## src/bit_test_defs.svh

```systemverilog
// constants for the bit test-and-modify datapath
`ifndef BIT_TEST_DEFS_SVH
`define BIT_TEST_DEFS_SVH

`define ACC_WIDTH 24
`define PC_WIDTH 15
`define TALLY_WIDTH 5
`define ROT_COUNT_WIDTH 5

// instruction word fields
`define OPCODE_HI 23
`define OPCODE_LO 18
`define INDEX_HI 17
`define INDEX_LO 15
`define SUBOP_HI 14
`define SUBOP_LO 6
`define MODE_BIT 5
`define BITNUM_HI 4
`define BITNUM_LO 0

// operation codes
`define OPCODE_GENERAL 6'h05
`define SUBOP_CLEAR 9'h012E
`define SUBOP_FORCE_ONE 9'h0136

// tally and rotation figures
`define TALLY_TERMINAL 5'h1F
`define ROT_PLACES 5'h18
`define ROT_LAST 5'h17
`define ACC_TOP_BIT 5'h17

`endif

```

## src/bit_test_pkg.sv

```systemverilog
// types for the bit test-and-modify datapath
package bit_test_pkg;

    typedef enum logic {
        zero_probe_and_clear_op = 1'b0,
        zero_probe_and_force_one_op = 1'b1
    } op_kind_t;

    typedef enum logic [1:0] {
        st_idle = 2'b00,
        st_rotate = 2'b01
    } seq_state_t;

    typedef struct packed {
        logic [5:0] opcode;
        logic [2:0] index_sel;
        logic [8:0] subop;
        logic mode;
        logic [4:0] bit_num;
    } instr_t;

    typedef struct packed {
        logic [23:0] acc;
        logic [23:0] q;
        logic [14:0] pc;
    } arch_regs_t;

endpackage

```

## src/bit_test_modify_datapath.sv

```systemverilog
// execution datapath for the bit test-and-clear and test-and-set instructions
`timescale 1ns/1ps
`default_nettype none
`include "bit_test_defs.svh"

module bit_test_modify_datapath
    import bit_test_pkg::*;
(
    input wire logic i_clk_sys,
    input wire logic i_rst,
    input wire logic i_load,
    input var arch_regs_t i_load_regs,
    input wire logic i_state4,
    input var instr_t i_instr,
    input wire logic [4:0] i_index_value,
    output arch_regs_t o_regs,
    output logic o_test_flag,
    output logic [4:0] o_tally,
    output logic o_busy,
    output logic o_done
);

    seq_state_t state;
    op_kind_t op_kind;
    logic [4:0] rot_count;
    logic adder_carry_flop;
    logic adder_sum;
    logic adder_carry_out;
    logic adder_b;
    logic tally_terminal_match;
    logic accumulator_shift_right;
    logic op_valid;
    logic start;
    logic [4:0] target_bit;

    function automatic logic is_bit_op(input instr_t ins);
        is_bit_op = (ins.opcode == `OPCODE_GENERAL) && !ins.mode &&
            ((ins.subop == `SUBOP_CLEAR) || (ins.subop == `SUBOP_FORCE_ONE));
    endfunction

    function automatic logic [4:0] form_bit_num(input instr_t ins, input logic [4:0] idx);
        form_bit_num = (ins.index_sel == 3'h0) ? ins.bit_num : 5'(ins.bit_num + idx);
    endfunction

    function automatic logic [23:0] bit_mask(input logic [4:0] z);
        bit_mask = 24'h00_0001 << z;
    endfunction

    always_comb begin
        op_valid = is_bit_op(i_instr);
        target_bit = form_bit_num(i_instr, i_index_value);
        start = i_state4 && (state == st_idle) && op_valid;
        accumulator_shift_right = (state == st_rotate);
        tally_terminal_match = (o_tally == `TALLY_TERMINAL);
    end

    // second adder input, disabled except at the terminal tally
    always_comb begin
        adder_b = 1'b0;
        if (accumulator_shift_right && tally_terminal_match) begin
            if (op_kind == zero_probe_and_clear_op) begin
                adder_b = o_regs.acc[0];
            end else begin
                adder_b = ~o_regs.acc[0];
            end
        end
    end

    serial_bit_adder u_adder (
        .i_a(o_regs.acc[0]),
        .i_b(adder_b),
        .i_carry(adder_carry_flop),
        .o_sum(adder_sum),
        .o_carry(adder_carry_out)
    );

    // carry held clear for these instructions, so it never holds a carry
    always_ff @(posedge i_clk_sys or posedge i_rst) begin
        if (i_rst) begin
            adder_carry_flop <= 1'b0;
        end else if (accumulator_shift_right || start) begin
            adder_carry_flop <= 1'b0;
        end else begin
            adder_carry_flop <= adder_carry_out & 1'b0;
        end
    end

    // sequencing
    always_ff @(posedge i_clk_sys or posedge i_rst) begin
        if (i_rst) begin
            state <= st_idle;
            op_kind <= zero_probe_and_clear_op;
            rot_count <= 5'h00;
            o_busy <= 1'b0;
            o_done <= 1'b0;
        end else begin
            o_done <= 1'b0;
            unique case (state)
                st_idle: begin
                    if (start) begin
                        state <= st_rotate;
                        op_kind <= (i_instr.subop == `SUBOP_FORCE_ONE) ?
                            zero_probe_and_force_one_op : zero_probe_and_clear_op;
                        rot_count <= 5'h00;
                        o_busy <= 1'b1;
                    end
                end
                st_rotate: begin
                    rot_count <= 5'(rot_count + 5'h01);
                    if (rot_count == `ROT_LAST) begin
                        state <= st_idle;
                        o_busy <= 1'b0;
                        o_done <= 1'b1;
                    end
                end
                default: begin
                    state <= st_idle;
                    o_busy <= 1'b0;
                end
            endcase
        end
    end

    // shift tally
    always_ff @(posedge i_clk_sys or posedge i_rst) begin
        if (i_rst) begin
            o_tally <= 5'h00;
        end else if (start) begin
            o_tally <= ~target_bit;
        end else if (accumulator_shift_right) begin
            o_tally <= 5'(o_tally + 5'h01);
        end
    end

    // test flag
    always_ff @(posedge i_clk_sys or posedge i_rst) begin
        if (i_rst) begin
            o_test_flag <= 1'b0;
        end else if (start) begin
            o_test_flag <= 1'b1;
        end else if (accumulator_shift_right && tally_terminal_match && o_regs.acc[0]) begin
            o_test_flag <= 1'b0;
        end
    end

    // accumulator, secondary register and program counter
    always_ff @(posedge i_clk_sys or posedge i_rst) begin
        if (i_rst) begin
            o_regs <= '0;
        end else if (accumulator_shift_right) begin
            o_regs.acc <= {adder_sum, o_regs.acc[23:1]};
            if (rot_count == `ROT_LAST) begin
                o_regs.pc <= 15'(o_regs.pc + 15'h0001);
            end
        end else if (i_load && !start) begin
            o_regs <= i_load_regs;
        end
    end

    // checking helpers: capture the operands at the start
    logic [23:0] orig_acc;
    logic [23:0] orig_q;
    logic [14:0] orig_pc;
    logic [4:0] orig_z;
    logic orig_bit;

    always_ff @(posedge i_clk_sys or posedge i_rst) begin
        if (i_rst) begin
            orig_acc <= 24'h00_0000;
            orig_q <= 24'h00_0000;
            orig_pc <= 15'h0000;
            orig_z <= 5'h00;
            orig_bit <= 1'b0;
        end else if (start) begin
            orig_acc <= o_regs.acc;
            orig_q <= o_regs.q;
            orig_pc <= o_regs.pc;
            orig_z <= target_bit;
            orig_bit <= (target_bit <= `ACC_TOP_BIT) ? o_regs.acc[target_bit] : 1'b0;
        end
    end

    // counts the busy cycles of one rotation for the span check
    logic [4:0] span_count;

    always_ff @(posedge i_clk_sys or posedge i_rst) begin
        if (i_rst) begin
            span_count <= 5'h00;
        end else if (start) begin
            span_count <= 5'h00;
        end else if (o_busy) begin
            span_count <= 5'(span_count + 5'h01);
        end
    end
endmodule

`default_nettype wire

```

## src/serial_bit_adder.sv

```systemverilog
// one-bit serial full adder used by the accumulator rotation
`timescale 1ns/1ps
`default_nettype none

module serial_bit_adder (
    input wire logic i_a,
    input wire logic i_b,
    input wire logic i_carry,
    output logic o_sum,
    output logic o_carry
);

    always_comb begin
        o_sum = i_a ^ i_b ^ i_carry;
        o_carry = (i_a & i_b) | (i_a & i_carry) | (i_b & i_carry);
    end

endmodule

`default_nettype wire

```

## config.mk

```make
export PLATFORM = sky130hd
export DESIGN_NAME = bit_test_modify_datapath
export DESIGN_NICKNAME = d
export VERILOG_FILES = /design/src/bit_test_pkg.sv /design/src/bit_test_modify_datapath.sv /design/src/serial_bit_adder.sv
export VERILOG_INCLUDE_DIRS = /design/src
export SDC_FILE = /design/constraint.sdc
export NUM_CORES = 1
export LEC_CHECK = 0
export BUFFER_PORTS_ARGS = -buffer_cell sky130_fd_sc_hd__buf_2
export CAP_MARGIN = 15
export CORE_UTILIZATION = 52
export CTS_CLUSTER_SIZE = 28
export DETAILED_ROUTE_END_ITERATION = 10
export GPL_TIMING_DRIVEN = 0
export PLACE_DENSITY = 0.94
export SLEW_MARGIN = 20
export SYNTH_ARGS = -nofsm -noshare
export SYNTH_HDL_FRONTEND = slang
export SYNTH_HIERARCHICAL = 1
export SYNTH_SLANG_ARGS = --single-unit
```

## constraint.sdc

```tcl
create_clock -name i_clk_sys -period 5.2 [get_ports i_clk_sys]
set_input_delay 0.78 -clock i_clk_sys [delete_from_list [all_inputs] [get_ports i_clk_sys]]
set_output_delay 0.78 -clock i_clk_sys [all_outputs]
set_load 0.02 [all_outputs]
```

# After elaboration in Yosys (flattened, before gate mapping)
# Index checks and enable logic that the tools add are counted.
# totals
ff_bits,79
input_bits,96
output_inout_bits,71
wordCells,69
# op_classes
n_addsub,4
n_eq_ne,8
mux,22
n_bitwise,4
reduce_logical,21
# ops
op,count
$mux 63,1
$mux 15,2
$mux 24,1
$mux 5,4
$eq 9x9->1 const B,2
$add 15x1->15 const B,1
$add 5x1->5 const B,2
$eq 5x5->1 const B,2
$pmux 5 s2,1
$reduce_and 2->1,5
$mux 1,9
$reduce_bool 2->1,4
$logic_and 1x1->1,7
$eq 6x3->1 const B,1
$add 5x5->5,1
$not 5->5,1
$mux 2,2
$pmux 2 s2,1
$logic_not 3->1,1
$eq 2x1->1 const B,1
$logic_not 1->1,2
$logic_not 2->1,1
$ne 2x1->1 const B,1
$ne 2x2->1 const B,1
4 further kinds,5

# Longest topological paths before layout
# Gate-level depths: netlist of run 1.
# depth
ltp_word,8
ltp_mapped,8
depth_no_buf,7

# Cells and area by module
# Netlist of run 1, hierarchy kept.
# by_module_without_submodules
module,n_inst,cells_per_inst,area_per_inst_um2,seq_area_each_um2
bit_test_modify_datapath,1,439,4031.4,1926.8
serial_bit_adder,1,1,20.0,0.0

# Worst setup path after synthesis of run 1
# Ideal clock, no wire load.
# synth_path
path_kind,input to register
start,input port i_instr[0] in the netlist's numbering
end,register o_tally[4]
setup_time_ns,0.120
t_arrival_ns,2.302
required_ns,5.080
setup_slack_ns,2.777
stages,7
path_buffers,0
path_cell_list,ha_1 fa_1 a21o_1 a21oi_1 xor2_1 or3_1 a31o_2
# synth_between
elab_chain_cells,4
# synth_rtl
item,line,rtl
"start, declared",bit_test_modify_datapath.sv:14,"input var instr_t i_instr,"
$add 5x5->5,bit_test_modify_datapath.sv:42,form_bit_num = (ins.index_sel == 3'h0) ? ins.bit_num : 5'(ins.bit_num + idx);
$mux 5,bit_test_modify_datapath.sv:42,
$not 5->5,bit_test_modify_datapath.sv:129,o_tally <= ~target_bit;
$mux 5,bit_test_modify_datapath.sv:128,end else if (start) begin
"end signal, assigned",bit_test_modify_datapath.sv:129,
"end signal, assigned",bit_test_modify_datapath.sv:131,o_tally <= 5'(o_tally + 5'h01);
"end, declared",bit_test_modify_datapath.sv:18,"output logic [4:0] o_tally,"
# Every way passes these cells.
# A chain may end at the register's enable or synchronous reset.

==> results of run 1 <==
==> power by group <==
group / total (W) / internal [W] / switching [W]
Sequential: 0.00111 / 0.000858 / 0.000251
Clock: 0.000428 / 0.000184 / 0.000243
Combinational: 0.00127 / 0.000478 / 0.000794
Total: 0.00281 / 0.00152 / 0.00129
==> registers in the layout, summed over array words and instances, names as in the netlist <==
signal and cells:
o_tally 5, o_done 1, o_test_flag 1, op_kind 1, o_regs 63, o_busy 1, rot_count 5
==> logic make-up after synthesis <==
| group | synth area share, % |
|---|---|
| buffers and inverters | 4.20 |
| other | 0.0926 |
| xor gates and xnor gates | 3.03 |
| AOI/OAI and AO/OA | 19.6 |
| adders and majority gates | 3.46 |
| and+or+nand+nor | 20.7 |
| muxes | 1.33 |
| DFF | 47.6 |
==> metal layers <==
metal,GRT usage [%],vias to the layer above
li1,-,1918
met4,10.1,0
met3,5.05,21
met1,36.9,1911
met2,44.4,178
met5,0,-
==> worst max path at each step <==
stage	start	end	slack, ns	depth (start not counted)
finish	o_busy	o_regs[62]	2.88	7
global placement	i_rst	o_regs[2]	1.58	2
CTS	o_busy	o_regs[62]	2.87	7
global route	o_busy	o_regs[62]	2.63	7
floorplan	i_rst	o_busy	2.45	1
detailed placement	i_instr[0]	o_tally[4]	2.59	8
==> stage by stage <==
stage	setup slack, ns	total power [W]
2_1_floorplan	2.45	0.00191
3_3_place_gp	1.58	0.00232
3_5_place_dp	2.59	0.00238
4_1_cts	2.87	0.00281
5_1_grt	2.63	0.00299
6_report	2.88	0.00281
==> worst max-delay path: stages, from the launching register on <==
cell and delay, ns:
dfrtp_1 0.36, buf_6 0.15, clkbuf_1 0.40, clkbuf_1 0.35
and3_1 0.24, fa_1 0.41, a22oi_1 0.18, o21ai_0 0.10
==> Yosys cell counts (2+ instances only) <==
master	instances	area [um^2]
buf_4	2	15.0
a31oi_1	14	87.6
o211ai_1	8	60.1
or3_1	3	18.8
o21ai_0	34	170
xor2_1	7	61.3
fa_1	2	40.0
nand3_1	10	50.1
a21o_1	3	22.5
buf_6	2	22.5
a221o_1	4	40.0
and3_1	3	18.8
nor3_1	4	20.0
or4_1	2	15.0
nor4b_1	3	26.3
mux2_2	3	33.8
nand2_1	112	420
buf_2	10	50.1
a22oi_1	25	188
dfrtp_1	77	1930
ha_1	8	100
o31ai_1	2	15.0
inv_1	6	22.5
o21ai_1	5	25.0
nor2b_1	14	87.6
nor4_1	2	12.5
o221ai_1	2	17.5
or2_2	2	12.5
nand4_1	4	25.0
a21oi_1	5	25.0
xnor2_1	7	61.3
clkbuf_1	15	56.3
and4_1	2	17.5
mux2i_1	2	20.0
a2bb2oi_1	9	78.8
nor2_1	10	37.5
==> layout make-up <==
type                       instances  area (um^2)  share of cell area [%]
inverter                           7         28.8                   0.551
tap                               99          124                    2.37
clock inverter                     7         63.8                    1.22
buffer                            29          144                    2.75
timing repair buffer             167          858                    16.4
multi-input combinational        327         1950                    37.4
sequential                        77         1930                    36.9
clock buffer                       9          124                    2.37
==> impl_results.md, run 1 <==
- Required time worst endpoint: 5.41 ns
- Hold Fails Final Rpt: 0
- Cell Rows: 31
- CTS tree: built
- Most common cell after layout, fill and taps aside: buf_2
- Netlist cell types: 53
- Final setup fails: 0
- YS warnings: 6
- Die area: 8150 um^2
- Post-synth EDFFs: 0
- Pleak: 2.59 nW
- IO Pins: 167
- Hold_buf cts: 0
- Mapped Cells: 440
- Synth async-reset ratio: 100%
- Hpwl dp: 8170 um
- Wire length on met2: 5320 um
- Fin crit period: 2.32 ns
- Wl on met1: 4680 um
- Slew Viols, Final: 0
- Final instance area: 5220 um^2
- Worst Reg-to-Reg Cells: 7
- Relative slew slack: 46.2%
- Avg Cell Area, Syn: 9.21 um^2
- Remaining DRCs: 0
- Non-filler cells, final: 722
- Skew final: 0.0137 ns
- Total nets after synthesis: 546
- Hold_ws: 0.435 ns
- F_max: 431 MHz
- Seq/Total Area, Yosys: 47.6%
- FF+latch count, synth: 77
- Clock root buffer: clkbuf_8
- Horiz. Die Dim: 90.3 um
- Setup Buffers After CTS: 0
- GRT Resource Usage Total: 27.4%
- Final worst path period share: 44.7%
- Met3 wire len: 669 um
- DRT Pass-1 Iters: 4
- Initial antenna violation count: 0
- Worst R2R Start: o_busy
- Worst reg2reg setup slack: 2.88 ns
- Setup TNS: 0 ns
- 1st-iter DRT viols: 227
- Reg clk slew, reported paths: 0.09 ns
- Highest Signal Layer: met4
- Ys flop type: dfrtp_1
- Worst path arrival time: 2.53 ns
- Share of cells above drive strength 1: 33.5%
- Min-delay worst type: in -> async
- Placed inst area: 5040 um^2
- Drt via density: 5.58
- PwrDens: 538 nW/um^2
- Most frequent cells in the layout: 176 x buf_2, 112 x nand2_1, 77 x dfrtp_1, 34 x o21ai_0, 25 x a22oi_1
- GRT Residual Overflow: 0
- Worst Max-Slew Pin Slew: 0.800 ns
- Largest net degree at the start of global routing: 45
- Mapped Area: 4050 um^2
- Vias in the first global route: 3772
- First-pass GRT wire length: 17900 um
- Max H-tree Level: 3
- Area grow syn2layout: 28.9%
- Detailed Route WL: 10900 um
- RSZ-0062 raised after global routing: no
- Max clock buf depth: 2
- Max-cap violations: 0
- Clock latency on the worst-skew pair: 0.34 ns
- WL per Instance: 15.1 um
- Worst Setup Start Kind: flip-flop
- Outcome: complete, no violations
- Final Wtd Congestion: 0.823
- Clk sink count: 77
- Endpoint type of the worst setup path: flip-flop
- Vias: 4028
- FF-to-FF End: o_regs[62]
- Initial Util: 54.7%
- Crit path kind: reg -> reg
- Post-layout util: 70.5%
- Worst IR Drop VDD: 293 uV
- Post-Place Cells: 706
- # nets final: 724
- Number of port buffers: 166
- Max FO, Critical Path: 10
- Antenna Cells: 0
- CTS buffer count: 9
- Post-CTS resize count: 0
- Post-route antenna net violation count: 0
- Core footprint: 7410 um^2
- Fill cells: 588
- Die H: 90.3 um
(Power assumes the default switching activity.)
==> run 2, diff against run 1 <==
--- a/config.mk
+++ b/config.mk
@@ -6,13 +6,14 @@
 export SDC_FILE = /design/constraint.sdc
 export NUM_CORES = 1
 export LEC_CHECK = 0
+export ABC_AREA = 1
 export BUFFER_PORTS_ARGS = -buffer_cell sky130_fd_sc_hd__buf_2
 export CAP_MARGIN = 15
-export CORE_UTILIZATION = 52
+export CORE_UTILIZATION = 49
 export CTS_CLUSTER_SIZE = 28
 export DETAILED_ROUTE_END_ITERATION = 10
 export GPL_TIMING_DRIVEN = 0
-export PLACE_DENSITY = 0.94
+export PLACE_DENSITY = 0.9
 export SLEW_MARGIN = 20
 export SYNTH_ARGS = -nofsm -noshare
 export SYNTH_HDL_FRONTEND = slang
==> constraint.sdc (replaced) <==
create_clock -name i_clk_sys -period 2.2 [get_ports i_clk_sys]
set_input_delay 0.33 -clock i_clk_sys [delete_from_list [all_inputs] [get_ports i_clk_sys]]
set_output_delay 0.33 -clock i_clk_sys [all_outputs]
set_load 0.02 [all_outputs]
==> run 2 against run 1 <==
Net effect: flip-flop and latch count unchanged; critical path depth up 2; die area up 6.3%; largest power group is now registers; sequential power grew 45%; worst setup slack got worse by 2.6 ns; first-iteration DRC count is 11% lower; design area up 0.60%; global-route usage is 1.8 points lower; synthesized area up 0.31%; critical endpoint unchanged; combinational power shrank 49%; largest cell class is now registers.
==> impl_results.md, run 2 <==
- Max-cap violations: 0 (unchanged)
- Antenna Cells: 0 (unchanged)
- Ys flop type: dfrtp_1
- Slew Viols, Final: 0 (unchanged)
- Mapped Cells: 531 (+21%)
- Bufs and invs on worst path: 1 (-2)
- Worst Reg-to-Reg Cells: 9 (+2)
- Commonest cells in the netlist: 226 x nand2_1, 78 x nand3_1, 77 x dfrtp_1
- Hold Path Depth: 3
- YS warnings: 6 (unchanged)
- Initial Util: 51.5% (-3.2 points)
- Hold Fails Final Rpt: 0 (unchanged)
- Highest Signal Layer: met4
- Top Registers: o_regs x63, o_tally x5, rot_count x5
- Largest Register: o_regs
- Wire length on met2: 5350 um (+0.51%)
- Wl on met1: 4430 um (-5.4%)
- IO Pins: 167 (unchanged)
- Fin crit period: 1.94 ns (-0.384 ns)
- CP max stage cell: fa_1
- F_max: 516 MHz (+20%)
- Avg Cell Area, Syn: 7.65 um^2 (-17%)
- Hold_ws: 0.174 ns (-0.261 ns)
- Fill cells: 669 (+14%)
- Yosys top cell by area: dfrtp_1
- CTS tree: built
- Mapped Area: 4060 um^2 (+0.31%)
- Most common cell in the synthesized netlist: nand2_1
- WL per Instance: 13.0 um (-14%)
- Hold Path Origin: i_load_regs[25]
- FF+latch count, synth: 77 (unchanged)
- GRT Residual Overflow: 0 (unchanged)
- Final setup fails: 0 (unchanged)
- End of the worst hold path: o_regs[25]
- Area taken by multi-input logic gates: 1870 um^2 (-4.3%)
- Most frequent cells in the layout: 226 x nand2_1, 172 x buf_2, 78 x nand3_1, 77 x dfrtp_1, 30 x inv_1
- DRT Pass-1 Iters: 6 (+2)
- Vias in the first global route: 4043 (+7.2%)
- Seq/Total Area, Yosys: 47.4% (-0.15 points)
- Netlist cell types: 35 (-34%)
- Clk sink count: 77 (unchanged)
- Max clock buf depth: 2 (unchanged)
- Largest net degree at the start of global routing: 35 (-22%)
- Setup TNS: 0 ns (unchanged)
- Cell Rows: 32 (+3.2%)
- Min-delay worst type: in -> reg
- Max FO, Critical Path: 4 (-6)
- Detailed Route WL: 10600 um (-2.3%)
- Worst reg2reg setup slack: 0.26 ns (-2.62 ns)
- Required time worst endpoint: 2.42 ns (-2.99 ns)
- CP max stage delay: 0.45 ns (+0.04 ns)
- Post-layout util: 66.6% (-3.9 points)
- Number of flip-flops in the largest register: 63 (unchanged)
- RSZ-0062 raised after global routing: no
- Final Wtd Congestion: 0.895 (+8.8%)
- Cell Chain, Critical Path: ha_1, inv_1, nor3_1, ha_1, nand2_1, nor2_1, fa_1, nand2_1, nand3_1
- Share of cells above drive strength 1: 29.9% (-3.6 points)
- FF-to-FF End: o_regs[62]
- Initial antenna violation count: 0 (unchanged)
- Outcome: complete, no violations
- PwrDens: 618 nW/um^2 (+15%)
- Worst R2R Start: o_tally[0]
- Final worst path period share: 88.1% (+43 points)
- Worst IR Drop VDD: 302 uV (+3.2%)
- Crit path kind: reg -> reg
- Pleak: 2.94 nW (+13%)
- Hpwl dp: 8160 um (-0.18%)
- Skew final: 0.0120 ns (-0.00168 ns)
- Reg clk slew, reported paths: 0.09 ns (about the same)
- Post-route antenna net violation count: 0 (unchanged)
- Synth top area cells: dfrtp_1 47%, nand2_1 21%, nand3_1 9.6%
- Most common cell after layout, fill and taps aside: nand2_1
- Clock root buffer: clkbuf_8
- Vias: 4151 (+3.1%)
- Drt via density: 5.08 (-8.9%)
- GRT Resource Usage Total: 25.6% (-1.8 points)
- Max H-tree Level: 3 (unchanged)
- Die area: 8660 um^2 (+6.3%)
- Synth async-reset ratio: 100% (unchanged)
- Worst Setup Start Kind: flip-flop
- Die H: 93.1 um (+3.1%)
- # nets final: 816 (+13%)
- Met3 wire len: 642 um (-4.0%)
- Horiz. Die Dim: 93.1 um (+3.1%)
- Synth top area share: 47.4% (-0.15 points)
- Register Area: 1930 um^2 (unchanged)
- First-pass GRT wire length: 17700 um (-1.1%)
- Worst path arrival time: 2.16 ns (-0.37 ns)
- Clock latency on the worst-skew pair: 0.34 ns (about the same)
- Number of port buffers: 166 (unchanged)
- Area grow syn2layout: 29.3%
- Endpoint type of the worst setup path: flip-flop
- Worst path top cell family by delay: adder cells
- Post-synth EDFFs: 0 (unchanged)
- Remaining DRCs: 0 (unchanged)
- CTS buffer count: 9 (unchanged)
- Core footprint: 7890 um^2 (+6.5%)
- Total nets after synthesis: 637 (+17%)
- 1st-iter DRT viols: 202 (-11%)
## run 2: kinds of logic after synthesis
kind of cell | synth area share, %
AO/OA/AOI/OAI | 3.39
other | 0.0923
XOR/XNOR | 1.72
AND/OR/NAND/NOR | 37.4
buffers and inverters | 6.56
adder cells (fa/ha/maj) | 3.45
flip-flops | 47.4
## run 2: layout make-up
cell class | instances | share of cell area, %
timing repair buffer | 169 | 16.8
multi-input combinational | 401 | 35.6
sequential | 77 | 36.7
clock inverter | 7 | 1.12
tap | 102 | 2.43
buffer | 18 | 2.50
clock buffer | 9 | 2.36
inverter | 34 | 2.57
## run 2: layer usage
layer / global-route usage (%) / vias up
met5: 0 / -
met4: 9.36 / 0
met3: 4.72 / 18
met2: 45.2 / 167
met1: 31.2 / 1915
li1: - / 2051
## run 2: how the worst max path moves through the flow
stage	startpoint	endpoint	slack (ns)	depth (start not counted)
finish	o_tally[0]	o_regs[62]	0.26	9
detailed placement	o_busy	o_regs[62]	0.15	7
floorplan	o_tally[0]	o_regs[62]	0.29	9
global placement	o_busy	o_regs[62]	0.15	7
global route	o_tally[0]	o_regs[62]	0.15	9
CTS	o_busy	o_regs[62]	0.12	7
## run 2: repair_timing
action,in CTS,in global routing
hold endpoints to repair,9,0
gates resized for setup,0,0
hold buffers,1,0
setup buffers,0,0
endpoints found under the setup margin,0,1
## run 2: per-stage QoR
step	std cells	setup WS [ns]	total power, W	cell area, um^2
5_1_grt	817	0.150	0.00341	5260
3_5_place_dp	801	0.146	0.00228	5070
6_report	817	0.262	0.00325	5260
4_1_cts	818	0.124	0.00327	5260
2_1_floorplan	531	0.294	0.00200	4070
3_3_place_gp	799	0.145	0.00224	5030
## run 2: worst register-to-register path, stage by stage (launching register included)
cell	delay [ns]
dfrtp_1	0.41
ha_1	0.19
inv_1	0.06
nor3_1	0.15
ha_1	0.21
nand2_1	0.06
nor2_1	0.15
fa_1	0.45
nand2_1	0.09
nand3_1	0.08
## run 2: report_power, final
part | internal, W | switching (W)
Sequential | 0.00152 | 0.0000885
Clock | 0.000426 | 0.000574
Combinational | 0.000250 | 0.000393
